==> src/hdl/ars_params.svh <==
`ifndef ARS_PARAMS_SVH
`define ARS_PARAMS_SVH

// ----------------------------------------
// time base
// ----------------------------------------
`define ARS_CLK_PERIOD_NS 5
`define ARS_TICK_MS 1
`define ARS_MS_CYCLES ((`ARS_TICK_MS * 1000000) / `ARS_CLK_PERIOD_NS)
`define ARS_STEP_MS 10
`define ARS_TIME_W 17

// ----------------------------------------
// register map (byte addresses)
// ----------------------------------------
`define ARS_ADDR_W 8
`define ARS_CTRL_ADDR 8'h00
`define ARS_STAT_ADDR 8'h04
`define ARS_TIME_BASE 8'h10
`define ARS_TIME_END 8'h58
`define ARS_TIME_BASE_IDX 5'h04
`define ARS_NUM_TIMES 18
`define ARS_CTRL_RESET 16'h0003
`define ARS_CTRL_CLR_BIT 15

// ----------------------------------------
// time setting indices
// ----------------------------------------
`define ARS_S_RECLAIM 5'h00
`define ARS_S_CLOSE 5'h01
`define ARS_S_DYNBLK 5'h02
`define ARS_S_MCBLK 5'h03
`define ARS_S_ACTION 5'h04
`define ARS_S_STARTMAX 5'h05
`define ARS_S_DTDELAY 5'h06
`define ARS_S_CBSUP 5'h07
`define ARS_S_SYNC1 5'h08
`define ARS_S_SYNC2 5'h09
`define ARS_S_DT1PH 5'h0A
`define ARS_S_DT3PH 5'h0E

// ----------------------------------------
// time setting reset values, 10 ms units
// ----------------------------------------
`define ARS_D_RECLAIM 17'h0_00C8
`define ARS_D_CLOSE 17'h0_000A
`define ARS_D_DYNBLK 17'h0_0096
`define ARS_D_MCBLK 17'h0_0064
`define ARS_D_ACTION 17'h0_0064
`define ARS_D_STARTMAX 17'h0_0064
`define ARS_D_DTDELAY 17'h0_012C
`define ARS_D_CBSUP 17'h0_0064
`define ARS_D_SYNC1 17'h0_03E8
`define ARS_D_SYNC2 17'h0_03E8
`define ARS_D_DT1PH 17'h0_0064
`define ARS_D_DT3PH1 17'h0_0032
`define ARS_D_DT3PH2 17'h0_003C
`define ARS_D_DT3PH3 17'h0_0046
`define ARS_D_DT3PH4 17'h0_0050

// ----------------------------------------
// timer slots
// ----------------------------------------
`define ARS_NUM_TMR 8
`define ARS_T_ACT 0
`define ARS_T_START 1
`define ARS_T_DTDEL 2
`define ARS_T_SEQ 3
`define ARS_T_CLOSE 4
`define ARS_T_RECL 5
`define ARS_T_DYN 6
`define ARS_T_MC 7

`endif

==> src/hdl/ars_pkg.sv <==
package ars_pkg;

  typedef enum logic [3:0] {
    ArsIdle,
    ArsAction,
    ArsTrip,
    ArsDtDelay,
    ArsDead,
    ArsCbWait,
    ArsSyncWait,
    ArsSyncSwitch,
    ArsReclaim,
    ArsDynBlock
  } arsState_t;

  typedef struct packed {
    logic general_block_in;
    logic breaker_open_in;
    logic dead_time_delay_in;
    logic manual_close_in;
    logic sync_release_in;
    logic breaker_ready_in;
    logic reduced_dead_time_in;
    logic three_phase_trip_in;
    logic reclose_start_in;
    logic protection_start_in;
  } arsIn_t;

  typedef struct packed {
    logic trip_accelerate_out;
    logic sync_switch_close_request;
    logic blocked_out;
    logic final_trip_out;
    logic close_command_out;
  } arsOut_t;

  typedef struct packed {
    logic [4:0] reserved;
    logic [3:0] accelEn;
    logic cbMonitor;
    logic evolving_fault_policy;
    logic disable_three_phase_reclose;
    logic [2:0] cycle_count_select;
    logic enable;
  } arsCtrl_t;

endpackage

==> src/hdl/ars_timer.sv <==
`timescale 1ns/1ps
`include "ars_params.svh"

module ars_timer (
  input wire logic core_clk,
  input wire logic reset,
  input wire logic syncClr,
  input wire logic stepTick,
  input wire logic load,
  input wire logic [`ARS_TIME_W-1:0] loadVal,
  output logic running,
  output logic expired
);

  logic [`ARS_TIME_W-1:0] count;

  // ----------------------------------------
  // down counter in 10 ms steps
  // ----------------------------------------
  // a load of 0 or 1 expires on the next step tick
  always_ff @(posedge core_clk or posedge reset) begin
    if (reset) begin
      count <= 17'h0_0000;
      running <= 1'b0;
      expired <= 1'b0;
    end else if (syncClr) begin
      count <= 17'h0_0000;
      running <= 1'b0;
      expired <= 1'b0;
    end else if (load) begin
      count <= loadVal;
      running <= 1'b1;
      expired <= 1'b0;
    end else begin
      expired <= 1'b0;
      if (running && stepTick) begin
        if (count <= 17'h0_0001) begin
          running <= 1'b0;
          expired <= 1'b1;
        end else begin
          count <= count - 17'h0_0001;
        end
      end
    end
  end

endmodule

==> src/hdl/ars_seq.sv <==
// Design decisions made here: the Avalon-MM interface to the registers and the register offsets.
`timescale 1ns/1ps
`include "ars_params.svh"

// What this block does
// - reduced dead time input ends the dead time at once
// - single-phase dead time unless three-phase trip selects three-phase time
// - after one three-phase dead time, later cycles stay three-phase
// - three-phase trip present at reclose start with three-phase reclose disabled blocks dynamically
// - wait breaker ready up to supervision time, else dynamic block
// - wait sync release up to its limit, then request synchronous switch
// - synchronous switch has own limit; no closing means dynamic block
// - one close pulse for all phases, width from close time
// - reclaim starts with close, extended until close pulse ends
// - fault in reclaim continues; quiet expiry is success and reset
// - protection start during reclaim keeps sequence alive past reclaim expiry
// - manual close holds not-ready for the post manual close time
// - manual close during a running cycle blocks and resets
// - evolving fault either blocks with final trip or goes three-phase
// - fault after last enabled cycle gives final trip then block
// - new fault in dead time after multi-phase fault gives final trip
// - protection start runs action timer; no trip in time blocks
// - trip acceleration on first start or at enabled cycle dead end
// - dynamic block runs its timer; no close while it runs
// - long start, long delay, start in manual block or general block
// - breaker opening without reclose start under monitoring blocks
// - blocked output high throughout the dynamic blocked state
// - up to four cycles for count settings 1 to 4; settings 5 to 7 wrap the 2-bit cycle count and never reach a last cycle
// - dead time start postponed by delay input up to max delay
// - all time settings count in ten millisecond steps
module ars_seq #(
  parameter int unsigned MS_CYCLES = `ARS_MS_CYCLES
) (
  input wire logic core_clk,
  input wire logic reset,
  input wire logic [`ARS_ADDR_W-1:0] avs_address,
  input wire logic avs_read,
  input wire logic avs_write,
  input wire logic [31:0] avs_writedata,
  input wire logic [3:0] avs_byteenable,
  output logic [31:0] avs_readdata,
  output logic avs_waitrequest,
  input wire ars_pkg::arsIn_t pinsIn,
  output ars_pkg::arsOut_t outs
);

  // ----------------------------------------
  // time base
  // ----------------------------------------
  logic [17:0] msCnt;
  logic [3:0] stepCnt;
  logic msTick;
  logic stepTick;
  logic syncClr;

  assign msTick = (msCnt == 18'(MS_CYCLES - 1));
  assign stepTick = msTick && (stepCnt == 4'h9);

  always_ff @(posedge core_clk or posedge reset) begin
    if (reset) begin
      msCnt <= 18'h0_0000;
      stepCnt <= 4'h0;
    end else if (syncClr) begin
      msCnt <= 18'h0_0000;
      stepCnt <= 4'h0;
    end else begin
      msCnt <= msTick ? 18'h0_0000 : msCnt + 18'h0_0001;
      if (msTick) begin
        stepCnt <= stepTick ? 4'h0 : stepCnt + 4'h1;
      end
    end
  end

  // ----------------------------------------
  // input synchroniser and edges
  // ----------------------------------------
  ars_pkg::arsIn_t inMeta;
  ars_pkg::arsIn_t inNow;
  ars_pkg::arsIn_t inPrev;
  ars_pkg::arsIn_t inRise;

  always_ff @(posedge core_clk or posedge reset) begin
    if (reset) begin
      inMeta <= '0;
      inNow <= '0;
      inPrev <= '0;
    end else begin
      inMeta <= pinsIn;
      inNow <= inMeta;
      inPrev <= inNow;
    end
  end

  assign inRise = inNow & ~inPrev;

  // ----------------------------------------
  // register file
  // ----------------------------------------
  ars_pkg::arsCtrl_t ctrl;
  logic [`ARS_TIME_W-1:0] setting [`ARS_NUM_TIMES];
  logic ackd;
  logic [31:0] wMask;
  logic hitCtrl;
  logic hitStat;
  logic hitTime;
  logic [4:0] timeIdx;
  logic [31:0] ctrlWord;
  logic [31:0] statWord;
  logic [31:0] rdMux;
  logic wrNow;

  function automatic logic [`ARS_TIME_W-1:0] timeDefault(input int idx);
    case (idx)
      0: timeDefault = `ARS_D_RECLAIM;
      1: timeDefault = `ARS_D_CLOSE;
      2: timeDefault = `ARS_D_DYNBLK;
      3: timeDefault = `ARS_D_MCBLK;
      4: timeDefault = `ARS_D_ACTION;
      5: timeDefault = `ARS_D_STARTMAX;
      6: timeDefault = `ARS_D_DTDELAY;
      7: timeDefault = `ARS_D_CBSUP;
      8: timeDefault = `ARS_D_SYNC1;
      9: timeDefault = `ARS_D_SYNC2;
      14: timeDefault = `ARS_D_DT3PH1;
      15: timeDefault = `ARS_D_DT3PH2;
      16: timeDefault = `ARS_D_DT3PH3;
      17: timeDefault = `ARS_D_DT3PH4;
      default: timeDefault = `ARS_D_DT1PH;
    endcase
  endfunction

  // one wait state: request seen, then answered on the next edge
  assign avs_waitrequest = (avs_read || avs_write) && !ackd;
  assign wrNow = avs_write && ackd;
  assign wMask = {{8{avs_byteenable[3]}}, {8{avs_byteenable[2]}},
                  {8{avs_byteenable[1]}}, {8{avs_byteenable[0]}}};
  assign hitCtrl = (avs_address == `ARS_CTRL_ADDR);
  assign hitStat = (avs_address == `ARS_STAT_ADDR);
  assign hitTime = (avs_address[1:0] == 2'h0) && (avs_address >= `ARS_TIME_BASE)
                   && (avs_address < `ARS_TIME_END);
  assign timeIdx = avs_address[6:2] - `ARS_TIME_BASE_IDX;
  assign ctrlWord = {16'h0000, 5'h00, ctrl[10:0]};
  assign rdMux = hitCtrl ? ctrlWord :
                 hitStat ? statWord :
                 hitTime ? {15'h0000, setting[timeIdx]} : 32'h0000_0000;

  always_ff @(posedge core_clk or posedge reset) begin
    if (reset) begin
      ackd <= 1'b0;
      avs_readdata <= 32'h0000_0000;
    end else begin
      ackd <= (avs_read || avs_write) && !ackd;
      if (avs_read && !ackd) begin
        avs_readdata <= rdMux;
      end
    end
  end

  always_ff @(posedge core_clk or posedge reset) begin
    if (reset) begin
      ctrl <= `ARS_CTRL_RESET;
      syncClr <= 1'b0;
      for (int i = 0; i < `ARS_NUM_TIMES; i++) begin
        setting[i] <= timeDefault(i);
      end
    end else begin
      syncClr <= wrNow && hitCtrl && avs_byteenable[1] && avs_writedata[`ARS_CTRL_CLR_BIT];
      if (wrNow && hitCtrl) begin
        ctrl <= (ctrl & ~wMask[15:0]) | (avs_writedata[15:0] & wMask[15:0]);
      end
      if (wrNow && hitTime) begin
        setting[timeIdx] <= (setting[timeIdx] & ~wMask[16:0]) | (avs_writedata[16:0] & wMask[16:0]);
      end
    end
  end

  // ----------------------------------------
  // timers
  // ----------------------------------------
  logic [`ARS_NUM_TMR-1:0] tmrLoad;
  logic [`ARS_NUM_TMR-1:0] tmrRun;
  logic [`ARS_NUM_TMR-1:0] tmrExp;
  logic [`ARS_TIME_W-1:0] tmrVal [`ARS_NUM_TMR];
  logic [4:0] seqSel;

  assign tmrVal[`ARS_T_ACT] = setting[`ARS_S_ACTION];
  assign tmrVal[`ARS_T_START] = setting[`ARS_S_STARTMAX];
  assign tmrVal[`ARS_T_DTDEL] = setting[`ARS_S_DTDELAY];
  assign tmrVal[`ARS_T_SEQ] = setting[seqSel];
  assign tmrVal[`ARS_T_CLOSE] = setting[`ARS_S_CLOSE];
  assign tmrVal[`ARS_T_RECL] = setting[`ARS_S_RECLAIM];
  assign tmrVal[`ARS_T_DYN] = setting[`ARS_S_DYNBLK];
  assign tmrVal[`ARS_T_MC] = setting[`ARS_S_MCBLK];

  for (genvar g = 0; g < `ARS_NUM_TMR; g++) begin : gTmr
    ars_timer uTmr (
      .core_clk(core_clk),
      .reset(reset),
      .syncClr(syncClr),
      .stepTick(stepTick),
      .load(tmrLoad[g]),
      .loadVal(tmrVal[g]),
      .running(tmrRun[g]),
      .expired(tmrExp[g])
    );
  end

  // ----------------------------------------
  // sequencer
  // ----------------------------------------
  ars_pkg::arsState_t state, next_state;
  logic [1:0] cycle, next_cycle;
  logic use3ph, next_use3ph;
  logic contSeq, next_contSeq;
  logic startSeen, next_startSeen;
  logic reclDone, next_reclDone;
  ars_pkg::arsOut_t outR, next_outR;
  logic notReady;
  logic running;
  logic lastCycle;
  logic accelHere;

  assign notReady = !ctrl.enable || (ctrl.cycle_count_select == 3'h0) || !inNow.breaker_ready_in
                    || tmrRun[`ARS_T_MC] || (ctrl.cbMonitor && inNow.breaker_open_in)
                    || inNow.general_block_in;
  assign running = (state != ars_pkg::ArsIdle) && (state != ars_pkg::ArsDynBlock);
  assign lastCycle = ({1'b0, cycle} + 3'h1) >= ctrl.cycle_count_select;
  assign accelHere = ctrl.accelEn[cycle];
  assign outs = outR;
  assign statWord = {16'h0000, 3'h0, notReady, use3ph, outR, cycle, state};

  always_comb begin
    logic goDyn;
    logic goFinal;
    logic goTrip;
    logic goNext;
    logic goClose;
    logic deadLoad;
    goDyn = 1'b0;
    goFinal = 1'b0;
    goTrip = 1'b0;
    goNext = 1'b0;
    goClose = 1'b0;
    deadLoad = 1'b0;
    next_state = state;
    next_cycle = cycle;
    next_use3ph = use3ph;
    next_contSeq = contSeq;
    next_startSeen = startSeen;
    next_reclDone = reclDone;
    next_outR = outR;
    seqSel = `ARS_S_CBSUP;
    tmrLoad = '0;
    tmrLoad[`ARS_T_MC] = inRise.manual_close_in;
    case (state)
      ars_pkg::ArsIdle: begin
        if (inRise.reclose_start_in) begin
          // start in manual block or general block
          if (tmrRun[`ARS_T_MC] || inNow.general_block_in) begin
            goDyn = 1'b1;
          end else if (!notReady) begin
            next_cycle = 2'h0;
            goTrip = 1'b1;
          end
        end else if (inRise.protection_start_in && !notReady) begin
          next_state = ars_pkg::ArsAction;
          tmrLoad[`ARS_T_ACT] = 1'b1;
          next_contSeq = 1'b0;
          next_cycle = 2'h0;
          next_outR.trip_accelerate_out = ctrl.accelEn[0];
        end
      end
      ars_pkg::ArsAction: begin
        if (inRise.reclose_start_in) begin
          if (contSeq) begin
            goNext = 1'b1;
          end else begin
            next_cycle = 2'h0;
            goTrip = 1'b1;
          end
        end else if (tmrExp[`ARS_T_ACT]) begin
          goDyn = 1'b1;
        end
      end
      ars_pkg::ArsTrip: begin
        if (inRise.three_phase_trip_in && !use3ph) begin
          if (!ctrl.evolving_fault_policy) begin
            goFinal = 1'b1;
          end else begin
            next_use3ph = 1'b1;
          end
        end else if (tmrExp[`ARS_T_START] && inNow.reclose_start_in) begin
          goDyn = 1'b1;
        end else if (!inNow.reclose_start_in) begin
          if (inNow.dead_time_delay_in) begin
            next_state = ars_pkg::ArsDtDelay;
            tmrLoad[`ARS_T_DTDEL] = 1'b1;
          end else begin
            deadLoad = 1'b1;
          end
        end
      end
      ars_pkg::ArsDtDelay: begin
        if (!inNow.dead_time_delay_in) begin
          deadLoad = 1'b1;
        end else if (tmrExp[`ARS_T_DTDEL]) begin
          goDyn = 1'b1;
        end
      end
      ars_pkg::ArsDead: begin
        if (inRise.reclose_start_in && use3ph) begin
          goFinal = 1'b1;
        end else if (inRise.reclose_start_in && inNow.three_phase_trip_in) begin
          if (!ctrl.evolving_fault_policy) begin
            goFinal = 1'b1;
          end else begin
            next_use3ph = 1'b1;
            next_state = ars_pkg::ArsTrip;
            tmrLoad[`ARS_T_START] = 1'b1;
          end
        end else if (inNow.reduced_dead_time_in || tmrExp[`ARS_T_SEQ]) begin
          next_outR.trip_accelerate_out = outR.trip_accelerate_out || accelHere;
          next_state = ars_pkg::ArsCbWait;
          tmrLoad[`ARS_T_SEQ] = 1'b1;
          seqSel = `ARS_S_CBSUP;
        end
      end
      ars_pkg::ArsCbWait: begin
        if (inNow.breaker_ready_in) begin
          next_state = ars_pkg::ArsSyncWait;
          tmrLoad[`ARS_T_SEQ] = 1'b1;
          seqSel = `ARS_S_SYNC1;
        end else if (tmrExp[`ARS_T_SEQ]) begin
          goDyn = 1'b1;
        end
      end
      ars_pkg::ArsSyncWait: begin
        if (inNow.sync_release_in) begin
          goClose = 1'b1;
        end else if (tmrExp[`ARS_T_SEQ]) begin
          next_state = ars_pkg::ArsSyncSwitch;
          next_outR.sync_switch_close_request = 1'b1;
          tmrLoad[`ARS_T_SEQ] = 1'b1;
          seqSel = `ARS_S_SYNC2;
        end
      end
      ars_pkg::ArsSyncSwitch: begin
        // closing seen as breaker no longer open
        if (!inNow.breaker_open_in) begin
          next_outR.sync_switch_close_request = 1'b0;
          next_state = ars_pkg::ArsReclaim;
          next_reclDone = 1'b0;
          next_startSeen = 1'b0;
          tmrLoad[`ARS_T_RECL] = 1'b1;
        end else if (tmrExp[`ARS_T_SEQ]) begin
          goDyn = 1'b1;
        end
      end
      ars_pkg::ArsReclaim: begin
        if (tmrExp[`ARS_T_RECL]) begin
          next_reclDone = 1'b1;
        end
        if (inRise.protection_start_in) begin
          next_startSeen = 1'b1;
          next_outR.trip_accelerate_out = outR.trip_accelerate_out || accelHere;
        end
        if (inRise.reclose_start_in) begin
          goNext = 1'b1;
        end else if (reclDone && !outR.close_command_out) begin
          if (startSeen) begin
            next_state = ars_pkg::ArsAction;
            next_contSeq = 1'b1;
            tmrLoad[`ARS_T_ACT] = 1'b1;
          end else begin
            next_state = ars_pkg::ArsIdle;
          end
        end
      end
      ars_pkg::ArsDynBlock: begin
        if (tmrExp[`ARS_T_DYN]) begin
          next_state = ars_pkg::ArsIdle;
        end
      end
      default: begin
        next_state = ars_pkg::ArsIdle;
      end
    endcase
    if (goNext) begin
      if (lastCycle) begin
        goFinal = 1'b1;
      end else begin
        next_cycle = cycle + 2'h1;
        goTrip = 1'b1;
      end
    end
    if (goTrip) begin
      next_use3ph = (goNext ? use3ph : 1'b0) || inNow.three_phase_trip_in;
      next_state = ars_pkg::ArsTrip;
      tmrLoad[`ARS_T_START] = 1'b1;
      if (inNow.three_phase_trip_in && ctrl.disable_three_phase_reclose) begin
        goDyn = 1'b1;
      end
    end
    if (deadLoad) begin
      next_state = ars_pkg::ArsDead;
      tmrLoad[`ARS_T_SEQ] = 1'b1;
      seqSel = (next_use3ph ? `ARS_S_DT3PH : `ARS_S_DT1PH) + {3'h0, cycle};
    end
    if (goClose) begin
      // one close pulse for all phases
      next_state = ars_pkg::ArsReclaim;
      next_outR.close_command_out = 1'b1;
      next_reclDone = 1'b0;
      next_startSeen = 1'b0;
      tmrLoad[`ARS_T_CLOSE] = 1'b1;
      tmrLoad[`ARS_T_RECL] = 1'b1;
    end
    if (tmrExp[`ARS_T_CLOSE]) begin
      next_outR.close_command_out = 1'b0;
    end
    // manual close in a running cycle
    if (running && inRise.manual_close_in) begin
      goDyn = 1'b1;
    end
    if (running && ctrl.cbMonitor && inRise.breaker_open_in && !inNow.reclose_start_in) begin
      goDyn = 1'b1;
    end
    if (goFinal) begin
      next_outR.final_trip_out = 1'b1;
      goDyn = 1'b1;
    end
    if (goDyn) begin
      next_state = ars_pkg::ArsDynBlock;
      next_outR.close_command_out = 1'b0;
      next_outR.sync_switch_close_request = 1'b0;
      next_outR.trip_accelerate_out = 1'b0;
    end
    if (next_state == ars_pkg::ArsIdle) begin
      next_cycle = 2'h0;
      next_use3ph = 1'b0;
      next_contSeq = 1'b0;
      next_outR.final_trip_out = 1'b0;
      next_outR.trip_accelerate_out = 1'b0;
    end
    tmrLoad[`ARS_T_DYN] = (next_state == ars_pkg::ArsDynBlock) && (state != ars_pkg::ArsDynBlock);
    next_outR.blocked_out = (next_state == ars_pkg::ArsDynBlock) ||
                            ((next_state == ars_pkg::ArsIdle) && notReady);
  end

  always_ff @(posedge core_clk or posedge reset) begin
    if (reset) begin
      state <= ars_pkg::ArsIdle;
      cycle <= 2'h0;
      use3ph <= 1'b0;
      contSeq <= 1'b0;
      startSeen <= 1'b0;
      reclDone <= 1'b0;
      outR <= '0;
    end else if (syncClr) begin
      state <= ars_pkg::ArsIdle;
      cycle <= 2'h0;
      use3ph <= 1'b0;
      contSeq <= 1'b0;
      startSeen <= 1'b0;
      reclDone <= 1'b0;
      outR <= '0;
    end else begin
      state <= next_state;
      cycle <= next_cycle;
      use3ph <= next_use3ph;
      contSeq <= next_contSeq;
      startSeen <= next_startSeen;
      reclDone <= next_reclDone;
      outR <= next_outR;
    end
  end

endmodule

==> config.mk <==
export PLATFORM = sky130hd
export DESIGN_NAME = ars_seq
export DESIGN_NICKNAME = d
export VERILOG_FILES = /design/src/hdl/ars_pkg.sv /design/src/hdl/ars_timer.sv /design/src/hdl/ars_seq.sv
export VERILOG_INCLUDE_DIRS = /design/src /design/src/hdl
export SDC_FILE = /design/constraint.sdc
export NUM_CORES = 2
export LEC_CHECK = 0
export ABC_AREA = 1
export BUFFER_PORTS_ARGS = -buffer_cell sky130_fd_sc_hd__buf_4
export CAP_MARGIN = 30
export CORE_MARGIN = 2
export CORE_UTILIZATION = 50
export DETAILED_ROUTE_END_ITERATION = 7
export PLACE_DENSITY = 0.66
export SLEW_MARGIN = 10
export SYNTH_ARGS = -nofsm -noshare
export SYNTH_HDL_FRONTEND = slang
export SYNTH_SLANG_ARGS = --single-unit
==> constraint.sdc <==
create_clock -name core_clk -period 20.5 [get_ports core_clk]
set_input_delay 0 -clock core_clk [delete_from_list [all_inputs] [get_ports core_clk]]
set_output_delay 0 -clock core_clk [all_outputs]
set_load 0.03 [all_outputs]
======== Yosys cells after proc, flatten, opt, wreduce, memory -nomap -nowiden ========
Index checks and enable logic that the tools add are counted.
operators by class
  multiplexer cells ....................... 265
  add/sub/neg operators ................... 14
  reductions and logical operators ........ 103
  eq/ne operators ......................... 39
  $lt $le $gt $ge ......................... 15
  bitwise logic cells ..................... 12
operators by type and width
  kind                                                                                count
  17-bit 2-to-1 mux                                                                   40
  306-bit bitwise mux                                                                 1
  17-bit binary-select mux with 5-bit select                                          2
  1-bit 2-to-1 mux                                                                    159
  17-bit by 1-bit less-or-equal comparator with 1-bit output (second input constant)  8
  17-bit by 1-bit subtractor with 17-bit output (second input constant)               8
  4-bit 2-to-1 mux                                                                    28
  17-bit demux with 5-bit select                                                      1
  3-bit nonzero test                                                                  17
  4-bit inequality test (second input constant)                                       10
  18-bit 2-to-1 mux                                                                   2
  4-bit one-hot mux with 9 select lines                                               1
  17-bit bitwise AND                                                                  2
  1-bit logical AND                                                                   34
  16-bit bitwise AND                                                                  2
  2-bit AND reduction                                                                 16
  5-bit inequality test (second input constant)                                       6
  2-bit 2-to-1 mux                                                                    12
  3-bit by 2-bit inequality test with 1-bit output (second input constant)            7
  1-bit one-hot mux with 2 select lines                                               10
  4-bit nonzero test                                                                  5
  18-bit by 1-bit adder with 18-bit output (second input constant)                    1
  18-bit == test (second input constant)                                              1
  17-bit NOT                                                                          1
  other kinds (44)                                                                    74
word-level totals
  output and inout port bits .............. 38
  input port bits ......................... 58
  bits in registers ....................... 573

======== Logic depth before layout (Yosys ltp) ========
  depth in word-level cells ............... 22
  gate-level depth with buffers ........... 24
  mapped depth without buffers ............ 24

======== Hierarchy ========
Synthesis repeated with hierarchy kept, for this count alone.
second synthesis, totals
  cell total of the unflattened synthesis .. 4774
  area, all modules ....................... 33599.7 um^2
modules (own cells, without submodules)
  module                        area an instance (um^2)  cells an instance  seq. area each (um^2)  times used
  ars_seq                       22043.6                  2922               10038.4                1
  ars_timer (gTmr[0].uTmr ...)  1450.1                   232                475.5                  6
  ars_timer (gTmr[6].uTmr ...)  1427.6                   230                475.5                  2

======== Least setup slack after synthesis ========
Ideal clock, no wire load.
  path kind ............................... flip-flop to flip-flop
  start ................................... register cycle[0]
  end ..................................... register gTmr[3].uTmr.count[4]
  required time ........................... 20.383 ns
  period minus slack after synthesis ...... 3.086 ns
  arrival ................................. 2.969 ns
  setup slack ............................. 17.414 ns
  path buffers ............................ 1
  cell stages (with the launch flop) ...... 21
  cells stage by stage .................... dfrtp_1 ha_1 ha_1 a21o_1 a21oi_1 nand2_1 nand2_2 nand2_1 o21ai_0 inv_1 ha_1 inv_1 a21oi_4 nor2_1 nand2_1 buf_2 a21oi_1 nor2_1 nand3_1 nand2_1 nand2_1
between the ends
  longest elaborated chain between the ends .. 14
RTL lines
  item                                                     RTL line         source
  from (decl)                                              ars_seq.sv:212   logic [1:0] cycle, next_cycle;
  from (signal assigned)                                   ars_seq.sv:469   cycle <= next_cycle;
  2-bit by 1-bit adder with 3-bit output                   ars_seq.sv:227   assign lastCycle = ({1'b0, cycle} + 3'h1) >= ctrl.cycle_count_select;
  3-bit greater-or-equal comparator                        ars_seq.sv:227
  1-bit 2-to-1 mux                                         ars_seq.sv:389   if (lastCycle) begin
  1-bit 2-to-1 mux                                         ars_seq.sv:388   if (goNext) begin
  1-bit 2-to-1 mux                                         ars_seq.sv:396   if (goTrip) begin
  3-bit 2-to-1 mux (no line)                               -
  4-bit by 2-bit adder with 5-bit output *                 ars_seq.sv:407   seqSel = (next_use3ph ? `ARS_S_DT3PH : `ARS_S_DT1PH) + {3'h0, cycle};
  5-bit 2-to-1 mux *                                       ars_seq.sv:404   if (deadLoad) begin
  5-bit NOT with 6-bit output (not written as such) *      ars_seq.sv:189   assign tmrVal[`ARS_T_SEQ] = setting[seqSel];
  17-bit binary-select mux with 5-bit select *             ars_seq.sv:189
  17-bit 2-to-1 mux (not written as such) * (2 in series)  ars_seq.sv:189
  17-bit 2-to-1 mux *                                      ars_timer.sv:30  end else if (load) begin
  17-bit 2-to-1 mux *                                      ars_timer.sv:26  end else if (syncClr) begin
  to (signal assigned)                                     ars_timer.sv:31  count <= loadVal;
  to (signal assigned)                                     ars_timer.sv:41  count <= count - 17'h0_0001;
  to (decl)                                                ars_timer.sv:15  logic [`ARS_TIME_W-1:0] count;
Every way passes the cells marked *; elsewhere a longest branch is shown, timed or not. The select of a mux whose other input is x is not followed.
A chain may end at the register's enable or synchronous reset.

======== Final worst setup path ========
  start ................................... register cycle[0]
  end ..................................... register gTmr[3].uTmr.count[6]
Same word-level chain as after synthesis.

==> metrics.yaml <==
status: "complete, no violations"
diodes: 0
rows: 90
drv_slew: 0
die_w_um: 252.2
antenna_left: 0
port_buffers: 64
globalplace.congestion: 0.9499
worst_setup_path_start_kind: "register"
peakVddDrop_v: 0.00005898
async_flop_share_pct: 100.0
routedWlPerCell_um: 21.30
cts_sinks: 549
insertion_delay_ns: 0.62
ctsRootBufferMaster: "clkbuf_16"
synth_area_um2: 30790
hpwl_um: 69950
drive_above_1_share_pct: 9.688
finalCriticalPeriod_ns: 4.988
clockBufferDepth: 3
synthTopCellsByCount: "nand2_1, dfrtp_1, o21ai_0"
ys_seq_area_share_pct: 44.87
drc: 0
final-setup-viol-count: 0
rsz0062_at_grt: "false"
p_switching_mw: 1.136
grt_pass1_vias: 27055
ctsHtreeMaxLevel: 3
fmax_mhz: 200.5
viasPerCell: 5.934
synthCells: 4078
fin_nets: 4169
num_io_pins: 96
skew_ns: 0.03378
area_growth_pct: 12.75
clockPowerShare_pct: 38.7
cts_made_buffers: 67
cp_max_fo: 36
synth_top_area_share_pct: 39.50
p_leak_nw: 15.58
drtIter0Drc: 3811
synth-seq-cells: 549
critPathKind: "register to register"
tritoncts: "done"
fin_tns_setup_ns: 0
start_util_pct: 50.82
finalPower_mw: 3.420
p_int_mw: 2.284
p_per_area_nw_per_um2: 98.52
dr.pass1.iters: 6
end_kind: "register"
synth_cell_type_count: 65
synth.largest_area_cell: "dfrtp_1"
grt_max_degree: 120
post_cts_buffers: 0
die_h_um: 252.2
arrival_ns: 5.53
p_seq_share_pct: 37.5
swShare_pct: 33.23
dieArea_um2: 63580
core_region_area_um2: 60580
clkTransAtPathRegs_ns: 0.06
synth_edf_count: 0
grtUsageTotal_pct: 33.07
combPwrFrac_pct: 23.8
tightestPinTransition_ns: 1.065
hp-class: "input pin to register"
hold_viol_final: 0
via_count: 29202
slew_headroom_pct: 28.40
finalWirelength_um: 104800
synth-warning-count: 0
syn-mean-instance-area_um2: 7.550
antenna_found_initial: 3
synth_area_leaders: "dfrtp_1, nand2_1, o21ai_0"
worstPathRequired_ns: 21.04
grt_pass1_wl_um: 161900
finalCritPeriodShare_pct: 24.33
post-synth-top-count-cell: "nand2_1"
ys.flop_type: "dfrtp_1"
globalRoute.totalOverflow: 0
drv_cap: 0
## power groups by stage
stage | Combinational [mW] | Sequential [mW] | Clock [mW]
5_1_grt | 0.915 | 1.30 | 1.38
2_1_floorplan | 0.597 | 1.28 | 0
3_3_place_gp | 0.773 | 1.30 | 0
3_5_place_dp | 0.788 | 1.30 | 0
4_1_cts | 0.797 | 1.28 | 1.33
6_report | 0.814 | 1.28 | 1.32
## repair_timing
action	CTS	global route
resized for setup	0	0
hold buffers	37	0
endpoints found under the hold margin	249	0
## routing by layer
layer | vias up | track usage, % | wire length [µm]
li1 | 13688 | - | -
met1 | 13890 | 47.14 | 44500
met2 | 1380 | 49.15 | 45740
met3 | 242 | 5.942 | 9600
met4 | 2 | 14.98 | 4963
met5 | - | 0 | 13
## through the flow
stage,hold WS [ns],utilization (%),instance area [µm²],setup WS [ns],cells
CTS,0.01529,57.05,34560,15.70,4914
detailed placement,0.1103,52.39,31740,15.75,4754
global placement,0.1098,52.02,31520,15.69,4742
floorplan,0.03143,-,30840,5.255,4092
finish,0.03253,57.30,34720,15.51,4921
global route,0.01844,57.30,34720,15.36,4921
## sequential cells by signal, indices dropped and copies added, names as in the netlist, 2 cells and up, named ones only
signal / cells
gTmr.uTmr.count: 136
inNow: 10
inMeta: 10
gTmr.uTmr.running: 8
state: 4
gTmr.uTmr.expired: 7
setting: 306
inPrev: 5
msCnt: 18
stepCnt: 4
avs_readdata: 17
outs: 5
cycle: 2
## placed cells by master (no fill, tap or decap), types with 37 or more instances in the layout
cell           synthesis  final
clkbuf_16              0     70
nand3_1              271    271
o21ai_1              196    196
nand2_1             1144   1141
dfrtp_1              486    485
xor2_1                47     47
dlygate4sd3_1          0     37
inv_1                281    279
nor3_1                79     79
dfstp_2               63     63
nor2_1               288    286
o21ai_0              396    396
o31ai_1               37     37
o22ai_1               76     76
buf_4                 40    111
o211ai_1              60     60
a21oi_1              120    120
## critical path, cell delays in order (launching register included)
cell and delay [ns]:
dfrtp_1 0.47, ha_1 0.35, ha_1 0.28, a21o_1 0.19, a21oi_1 0.12, nand2_1 0.13
nand2_2 0.15, nand2_1 0.06, o21ai_0 0.15, inv_1 0.10, ha_1 0.28, inv_1 0.11
a21oi_4 0.07, buf_4 0.31, nor2_2 0.77, nand2_1 0.72, a21oi_1 0.31, nor2_1 0.06
nand3_1 0.14, nand2_1 0.07, nand2_1 0.05
## final cells by class
cell class / instances / area, µm²
Timing Repair Buffer: 167 / 1580
Multi-Input combinational cell: 3003 / 14760
Clock buffer: 93 / 1957
Fill cell: 5625 / 25870
Clock inverter: 30 / 498.0
Sequential cell: 549 / 13820
Inverter: 297 / 1122
Tap cell: 782 / 978.4
## final timing paths
path / startpoint / endpoint / slack, ns / cells after the start
max: cycle[0] / gTmr[3].uTmr.count[6] / 15.51 / 20
min: pinsIn[4] / inMeta[4] / 0.03 / 2
max reg2reg: cycle[0] / gTmr[3].uTmr.count[6] / 15.51 / 20
min reg2reg: inMeta[6] / inNow[6] / 0.34 / 0
max in group asynchronous: reset / outs[3] / 18.32 / 6
min in group asynchronous: reset / gTmr[1].uTmr.count[14] / 0.08 / 3
## cell families (layout without fill, tap and decap cells)
logic type               after synthesis  in the layout  share of synthesized area (%)
AO/OA/AOI/OAI                        998            998                          18.68
XOR/XNOR                              65             65                          1.849
adder cells (fa/ha/maj)               26             26                          1.057
buffers and inverters                540            587                          7.497
flip-flops                           549            549                          44.87
other                                  1             15                        0.01218
AND/OR/NAND/NOR                     1899           1899                          26.03
Note: power is estimated with default switching activity, not from simulation.
